File: src/clt_pkg.sv
package clt_pkg;
	// register byte addresses (printed offsets not multiples of four: index * 4)
	localparam logic [7:0] CLT_IDX_UPPER = 8'h12;
	localparam logic [7:0] CLT_IDX_LOWER = 8'h13;
	localparam logic [7:0] CLT_IDX_SETUP = 8'h14;
	localparam logic [7:0] CLT_IDX_STATUS = 8'h15;
	localparam logic [11:0] CLT_ADDR_UPPER = {2'b00, CLT_IDX_UPPER, 2'b00};
	localparam logic [11:0] CLT_ADDR_LOWER = {2'b00, CLT_IDX_LOWER, 2'b00};
	localparam logic [11:0] CLT_ADDR_SETUP = {2'b00, CLT_IDX_SETUP, 2'b00};
	localparam logic [11:0] CLT_ADDR_STATUS = {2'b00, CLT_IDX_STATUS, 2'b00};
	// reset values
	localparam logic [7:0] CLT_RST_UPPER = 8'h80;
	localparam logic [7:0] CLT_RST_LOWER = 8'h00;
	localparam logic [1:0] CLT_RST_HELD = 2'h3;
	// setup register fields
	localparam int CLT_TRIG_BIT = 0;
	localparam int CLT_HELD_LSB = 6;
	// default measurement time in cycles
	localparam int CLT_MEAS_CYCLES = 1000;
	typedef enum logic [1:0] {CLT_IDLE, CLT_BUSY, CLT_DONE} clt_meas_e;
endpackage

File: src/clt_apb_decode.sv
`timescale 1ns/10ps
`default_nettype none
// apb address decode: one-hot select per register, plus mapped flag
module clt_apb_decode
	import clt_pkg::*;
(
	input wire logic [11:0] paddr,
	output logic sel_upper,
	output logic sel_lower,
	output logic sel_setup,
	output logic sel_status,
	output logic mapped
);
	// word match: low two address bits ignored, every register is a word
	function automatic logic word_hit(input logic [11:0] a, input logic [11:0] base);
		return a[11:2] == base[11:2];
	endfunction

	assign sel_upper = word_hit(paddr, CLT_ADDR_UPPER);
	assign sel_lower = word_hit(paddr, CLT_ADDR_LOWER);
	assign sel_setup = word_hit(paddr, CLT_ADDR_SETUP);
	assign sel_status = word_hit(paddr, CLT_ADDR_STATUS);
	assign mapped = sel_upper | sel_lower | sel_setup | sel_status;
endmodule
`default_nettype wire

File: src/clt_meas_ctrl.sv
`timescale 1ns/10ps
`default_nettype none
// measurement sequencer: runs a fixed-length measurement when started
module clt_meas_ctrl
	import clt_pkg::*;
#(
	parameter int MEAS_CYCLES = CLT_MEAS_CYCLES
) (
	input wire logic pclk,
	input wire logic presetn,
	input wire logic start,
	output logic busy,
	output logic done
);
	clt_meas_e state_q, state_d;
	logic [31:0] cnt_q, cnt_d;
	logic [31:0] last;

	assign last = 32'(MEAS_CYCLES - 1);

	// next-state: count the measurement window, one-cycle done pulse
	always_comb begin
		state_d = state_q;
		cnt_d = cnt_q;
		unique case (state_q)
			CLT_IDLE: begin
				cnt_d = '0;
				if (start) begin
					state_d = CLT_BUSY;
				end
			end
			CLT_BUSY: begin
				cnt_d = cnt_q + 32'h1;
				if (cnt_q >= last) begin
					state_d = CLT_DONE;
				end
			end
			CLT_DONE: begin
				state_d = CLT_IDLE;
				cnt_d = '0;
			end
			default: begin
				state_d = CLT_IDLE;
				cnt_d = '0;
			end
		endcase
	end

	always_ff @(posedge pclk or negedge presetn) begin
		if (!presetn) begin
			state_q <= CLT_IDLE;
			cnt_q <= '0;
		end else begin
			state_q <= state_d;
			cnt_q <= cnt_d;
		end
	end

	assign busy = state_q == CLT_BUSY;
	assign done = state_q == CLT_DONE;
endmodule
`default_nettype wire

File: src/clt_regs.sv
// The implementer's own choice: the APB register port.
`timescale 1ns/10ps
`default_nettype none
module clt_regs
	import clt_pkg::*;
#(
	parameter int MEAS_CYCLES = CLT_MEAS_CYCLES
) (
	input wire logic pclk,
	input wire logic presetn,
	input wire logic psel,
	input wire logic penable,
	input wire logic pwrite,
	input wire logic [11:0] paddr,
	input wire logic [31:0] pwdata,
	input wire logic [3:0] pstrb,
	output logic [31:0] prdata,
	output logic pready,
	output logic pslverr,
	output logic [15:0] cold_limit,
	output logic meas_busy,
	output logic meas_done
);
	logic [7:0] upper_q;
	logic [7:0] lower_q;
	logic trig_q;
	logic trig_d;
	logic done_seen_q;
	logic [31:0] prdata_q;
	logic pslverr_q;
	logic sel_upper, sel_lower, sel_setup, sel_status, mapped;
	logic access, wr, rd, lane0;
	logic start_meas, meas_end, busy;
	logic [7:0] setup_rd;
	logic [31:0] rd_mux;

	clt_apb_decode u_dec (
		.paddr(paddr),
		.sel_upper(sel_upper),
		.sel_lower(sel_lower),
		.sel_setup(sel_setup),
		.sel_status(sel_status),
		.mapped(mapped)
	);

	clt_meas_ctrl #(.MEAS_CYCLES(MEAS_CYCLES)) u_meas (
		.pclk(pclk),
		.presetn(presetn),
		.start(start_meas),
		.busy(busy),
		.done(meas_end)
	);

	// zero-wait slave: every access completes in its first access cycle
	assign pready = 1'b1;
	assign access = psel & penable;
	assign lane0 = pstrb[0];
	assign wr = access & pwrite & lane0;
	assign rd = access & ~pwrite;

	// a write of one to the trigger starts the engine only when idle
	assign start_meas = wr & sel_setup & pwdata[CLT_TRIG_BIT] & ~trig_q;

	// completion clears the trigger and wins over a same-cycle write of zero;
	// a write of zero while busy is ignored so the bit keeps tracking progress
	always_comb begin
		trig_d = trig_q;
		if (start_meas) begin
			trig_d = 1'b1;
		end
		if (meas_end) begin
			trig_d = 1'b0;
		end
	end

	// held bits are constant; software is expected to write 0b11 there
	assign setup_rd = {CLT_RST_HELD, 5'h00, trig_q};

	// read data selection, unmapped reads return zero; a completion in the
	// capture cycle is shown at once, else the access-cycle clear would lose it
	assign rd_mux = sel_upper ? {24'h0, upper_q} :
		sel_lower ? {24'h0, lower_q} :
		sel_setup ? {24'h0, setup_rd} :
		sel_status ? {30'h0, done_seen_q | meas_end, busy} :
		32'h0;

	// threshold bytes
	always_ff @(posedge pclk or negedge presetn) begin
		if (!presetn) begin
			upper_q <= CLT_RST_UPPER;
			lower_q <= CLT_RST_LOWER;
		end else begin
			if (wr & sel_upper) begin
				upper_q <= pwdata[7:0];
			end
			if (wr & sel_lower) begin
				lower_q <= pwdata[7:0];
			end
		end
	end

	// trigger and sticky completion flag; set wins over a read-to-clear
	always_ff @(posedge pclk or negedge presetn) begin
		if (!presetn) begin
			trig_q <= 1'b0;
			done_seen_q <= 1'b0;
		end else begin
			trig_q <= trig_d;
			if (meas_end) begin
				done_seen_q <= 1'b1;
			end else if (rd & sel_status) begin
				done_seen_q <= 1'b0;
			end
		end
	end

	// registered read data and error for unmapped addresses
	always_ff @(posedge pclk or negedge presetn) begin
		if (!presetn) begin
			prdata_q <= 32'h0;
			pslverr_q <= 1'b0;
		end else begin
			if (psel & ~penable) begin
				prdata_q <= rd_mux;
				pslverr_q <= ~mapped;
			end
		end
	end

	assign prdata = prdata_q;
	assign pslverr = pslverr_q & access;
	assign cold_limit = {upper_q, lower_q};
	assign meas_busy = trig_q;
	assign meas_done = meas_end;
endmodule
`default_nettype wire

File: config.mk
export PLATFORM = sky130hd
export DESIGN_NAME = clt_regs
export DESIGN_NICKNAME = d
export VERILOG_FILES = /design/src/clt_pkg.sv /design/src/clt_apb_decode.sv /design/src/clt_meas_ctrl.sv /design/src/clt_regs.sv
export SDC_FILE = /design/constraint.sdc
export NUM_CORES = 1
export LEC_CHECK = 0
export BUFFER_PORTS_ARGS = -buffer_cell sky130_fd_sc_hd__buf_2
export CAP_MARGIN = 20
export CORE_ASPECT_RATIO = 1.2
export CORE_MARGIN = 2
export CORE_UTILIZATION = 30
export CTS_CLUSTER_DIAMETER = 50
export CTS_CLUSTER_SIZE = 14
export DETAILED_ROUTE_END_ITERATION = 6
export PLACE_DENSITY = 0.63
export SETUP_SLACK_MARGIN = 0.3
export SYNTH_ARGS = -nofsm -noshare
export SYNTH_HDL_FRONTEND = slang
export SYNTH_SLANG_ARGS = --single-unit
File: constraint.sdc
create_clock -name pclk -period 4.15 [get_ports pclk]
set_input_delay 0.415 -clock pclk [delete_from_list [all_inputs] [get_ports pclk]]
set_output_delay 0.415 -clock pclk [all_outputs]
set_load 0.01 [all_outputs]
---- Word-level counts from Yosys, hierarchy flattened ----
Cells that the tools add are included.
cells by class
  equal/unequal tests ..................... 8
  mux-type cells .......................... 12
  magnitude comparators ................... 1
  bitwise logic cells ..................... 20
  $add $sub $neg .......................... 1
  reductions and logical operators ........ 4
operator list
  cell                   number
  $eq 10x5->1 const B    4
  $add 32x1->32 const B  1
  $ge 32x10->1 const B   1
  $mux 32                1
  $mux 8                 3
  $and 1x1->1            12
  $mux 2                 3
  $mux 1                 4
  $not 1->1              4
  $or 1x1->1             4
  $pmux 2 s2             1
  $reduce_bool 2->1      2
  $eq 2x1->1 const B     1
  $eq 2x2->1 const B     1
  $logic_not 2->1        1
  $ne 2x1->1 const B     1
  $ne 2x2->1 const B     1
  $reduce_and 2->1       1
word-level totals
  bits of input ports ..................... 53
  output and inout port bits .............. 52
  logic and storage cells ................. 54
  register bits after elaboration ......... 85

---- Depth between registers and ports, before layout ----
  depth after elaboration ................. 8
  gate-level depth with buffers ........... 6
  depth with buffers taken out ............ 5

---- Cells and area by module ----
From an unflattened synthesis, not the netlist that was laid out.
unflattened totals
  cells, all modules ...................... 321
  area, all modules ....................... 3208.1 sq um
by module, submodules not included
  module          area an instance (sq um)  instances  seq. area each (sq um)  cells each
  clt_meas_ctrl   1757.9                    1          850.8                   186
  clt_regs        1381.3                    1          676.9                   125
  clt_apb_decode  68.8                      1          0.0                     10

---- Worst setup path before layout ----
Ideal clock, no wire load.
  path type ............................... input -> register
  start point ............................. in paddr[9]
  end point ............................... reg lower_q[0]
  library setup time ...................... 125 ps
  buffers on the path ..................... 1
  stages .................................. 5
  slack ................................... 1992 ps
  required time ........................... 4025 ps
  arrival time ............................ 2034 ps
  cell sequence ........................... or4b_4 > nor4_4 > and4_1 > buf_6 > mux2_2
on the way
  word-level cells in the longest chain between the ends .. 2
RTL lines
  item                  RTL line              text
  start, declared       clt_regs.sv:14        input wire logic [11:0] paddr,
  $eq 10x5->1           clt_apb_decode.sv:16  return a[11:2] == base[11:2];
  $and 1x1->1           clt_regs.sv:96        if (wr & sel_lower) begin
  end signal, assigned  clt_regs.sv:97        lower_q <= pwdata[7:0];
  end, declared         clt_regs.sv:25        logic [7:0] lower_q;
Every way passes these cells.
A chain may end at the register's enable or synchronous reset.

---- Worst setup path in the final report ----
  start point ............................. in paddr[9]
  end point ............................... reg lower_q[3]
The elaborated chain is that of the path after synthesis.

==> results.json <==
{
  "synthDistinctLibCells": 44,
  "report.final.setup_viol": 0,
  "hold_fix_buffer_count_after_cts": 0,
  "crit_required_ns": 4.36,
  "worstReg2RegStart": "u_meas.cnt_q[15]",
  "cp-start-kind": "input port",
  "timing.clock.skew_ns": 0.00711,
  "io_pins": 105,
  "fin_setup_tns_ns": 0,
  "synthesis.instances": 330,
  "achievable_freq_mhz": 443,
  "final_cell_mix": "60 x dfrtp_1, 50 x buf_2, 29 x nand2_1, 25 x conb_1, 22 x nor2_1",
  "via_per_inst": 5.06,
  "worst-r2r-setup-slack_ns": 2.01,
  "cpPeakStageDelay_ns": 0.56,
  "cts_buffers": 9,
  "design_power_total_mw": 1.41,
  "path_cells": "buf_2, or4b_4, nor4_4, and4_1, mux2_2",
  "synthesis.area_per_instance_um2": 9.91,
  "ir_drop_uv": 256,
  "pre_cts_ws_ns": 1.55,
  "post-place-cells": 495,
  "placement_rows": 41,
  "n_antenna_cell": 0,
  "power.static_leakage_nw": 1.73,
  "layout_min_cycle_time_ns": 2.26,
  "synth_area_um2": 3270,
  "initialDrtViolationCount": 92,
  "power.internal_mw": 1.09,
  "power_per_cell_area_nw_per_um2": 366,
  "portBuffers": 50,
  "cts_num_sinks": 61,
  "drv.max_cap_violation_count": 0,
  "first_global_vias": 2550,
  "remaining_drc_errors": 0,
  "grt_max_degree": 32,
  "yosysSeqAreaShare_pct": 46.7,
  "sw_frac_of_total_pct": 22.2,
  "final_common_cell": "dfrtp_1",
  "fill_count": 1032,
  "cts_resized": 0,
  "report.final.hold_viol_count": 0,
  "clock_insertion_delay_worst_skew_ns": 0.33,
  "area_of_the_core_region_um2": 10600,
  "final_nets": 431,
  "capturing_element_type_of_the_critical_path": "flop",
  "global_route_wire_length_before_repair_mm": 12.0,
  "worst_pin_slew_ns": 0.841,
  "clk_transition_reported_paths_ns": 0.05,
  "vias": 2584,
  "path_max_fanout": 10,
  "timing.reg2reg.worst_path_depth": 4,
  "place_congestion": 0.805,
  "die_w_um": 99.3,
  "congestion_overflow_gr": 0,
  "final_layout_size_suffix_gt1_share_pct": 23.6,
  "dp_hpwl_mm": 5.19,
  "worst_ep_arrival_time_ns": 2.47,
  "combPwrFrac_pct": 3.7,
  "floorplan.die.height_um": 118,
  "final.period_utilization_pct": 54.4,
  "area.growth.synth_to_final_pct": 17.5,
  "hold_ws_ns": 0.133,
  "floorplan.die_area_um2": 11800,
  "detail_route.wl_per_cell_um": 13.9,
  "hp-class": "in2async",
  "grtUsageTotal_pct": 12.6,
  "finalNonFillerCells": 511,
  "ys_ff_latch": 61,
  "status": "finished clean",
  "grt_antenna_before_repair": 0,
  "timing.final.ws_setup_ns": 1.89,
  "ant_nets": 0,
  "first_pass_iters": 4,
  "routed_wirelength_mm": 7.12,
  "cts_tree": "done",
  "critical_path_class": "in2reg",
  "p_switching_mw": 0.313,
  "power.share.clock_pct": 53.9,
  "setup_repair_after_global_routing_missed_its_margin": "false",
  "number_of_setup_buffers_added_after_cts": 0,
  "drv_slew": 0,
  "slew_headroom_pct": 43.8,
  "rr_endpoint": "u_meas.cnt_q[26]",
  "sequentialPowerShare_pct": 42.4,
  "ys_warn_count": 0,
  "clock_tree.buffer_depth": 2,
  "clockRootBuffer": "clkbuf_16",
  "critical_path.slowest_cell": "and4_1",
  "htreeDepth": 3,
  "start_util_pct": 30.9
}
## cells by family (layout without fill, tap and decap cells)
group                    after synthesis  in the layout  synth area share (%)
XOR/XNOR                              11             11                  2.95
buffers and inverters                 46             75                  8.42
flip-flops                            61             61                  46.7
adder cells (fa/ha/maj)                1              1                 0.382
other                                  2             25                 0.230
AO/OA/AOI/OAI                         54             54                  11.2
multiplexers                          23             23                  7.69
AND/OR/NAND/NOR                      132            132                  22.5
## state kept, by name, summed over array words and instances, names as in the netlist
name	flops
done_seen_q	1
meas_busy	1
pslverr_q	1
u_meas.state_q	2
lower_q	8
u_meas.cnt_q	32
upper_q	8
prdata	8
## layout make-up
type                    count  area [um^2]  area share [%]
multi-input cells         246         1550            40.4
well taps                 129          161            4.20
repair buffers             52          265            6.90
clock inverters             6         68.8            1.79
inverters                   7         26.3           0.684
clock buffers              10          239            6.22
flip-flops and latches     61         1530            39.8
## synthesized netlist by cell type, drive strengths merged
master	number	area (um^2)
dfrtp	60	1500
nand2	29	109
buf	28	206
nor2	22	82.6
mux2	17	191
o31ai	16	120
a21oi	14	70.1
nand4	14	103
nand3	13	65.1
clkbuf	11	42.5
nor4	11	83.8
or4	9	67.6
inv	7	26.3
mux2i	6	60.1
nor2b	6	37.5
or3	6	37.5
xnor2	6	52.6
nand2b	5	31.3
nor3	5	25.0
o21ai	5	25.0
xor2	5	43.8
a31oi	4	25.0
and3	4	25.0
and4	4	35.0
and2	3	18.8
o311ai	3	26.3
a41o	2	20.0
conb	2	7.51
o211ai	2	15.0
o41ai	2	17.5
a211oi	1	7.51
a21o	1	7.51
a22oi	1	7.51
a31o	1	8.76
dfstp	1	26.3
ha	1	12.5
o21a	1	7.51
o21bai	1	7.51
or4b	1	13.8
## worst max-delay path by stage
stage                         from    endpoint  slack [ns]
after global routing      paddr[9]  lower_q[5]        1.80
after CTS                 paddr[9]  lower_q[3]        1.90
after global placement    paddr[9]  lower_q[4]        1.58
after detailed placement  paddr[9]  lower_q[3]        1.55
final                     paddr[9]  lower_q[3]        1.89
after floorplan           paddr[9]  lower_q[0]        1.99
## worst max-delay path, delay by kind of cell
family                 cells  cell delay [ns]
AND/OR/NAND/NOR            3             1.56
multiplexers               1             0.39
buffers and inverters      1             0.10
## power groups by stage
stage | clock, mW | sequential (mW) | combinational [mW]
floorplan | 0 | 0.607 | 0.0412
global placement | 0 | 0.607 | 0.0530
detailed placement | 0 | 0.607 | 0.0538
CTS | 0.779 | 0.596 | 0.0539
global route | 0.809 | 0.596 | 0.0601
finish | 0.758 | 0.596 | 0.0527
## through the flow
| step | instance area, um^2 | util [%] |
|---|---|---|
| final | 3840 | 36.4 |
| after global routing | 3840 | 36.4 |
| after CTS | 3840 | 36.4 |
| after detailed placement | 3530 | 33.4 |
| after global placement | 3530 | 33.4 |
| after floorplan | 3360 | - |
## layer usage
layer	up-vias	part of all wire [%]	track usage [%]
met5	-	0	0
met4	0	1.4	5.05
met1	1245	45	15.9
li1	1259	-	-
met3	10	6.1	3.67
met2	70	47	20.2
Power figures use the tool's default switching activity.
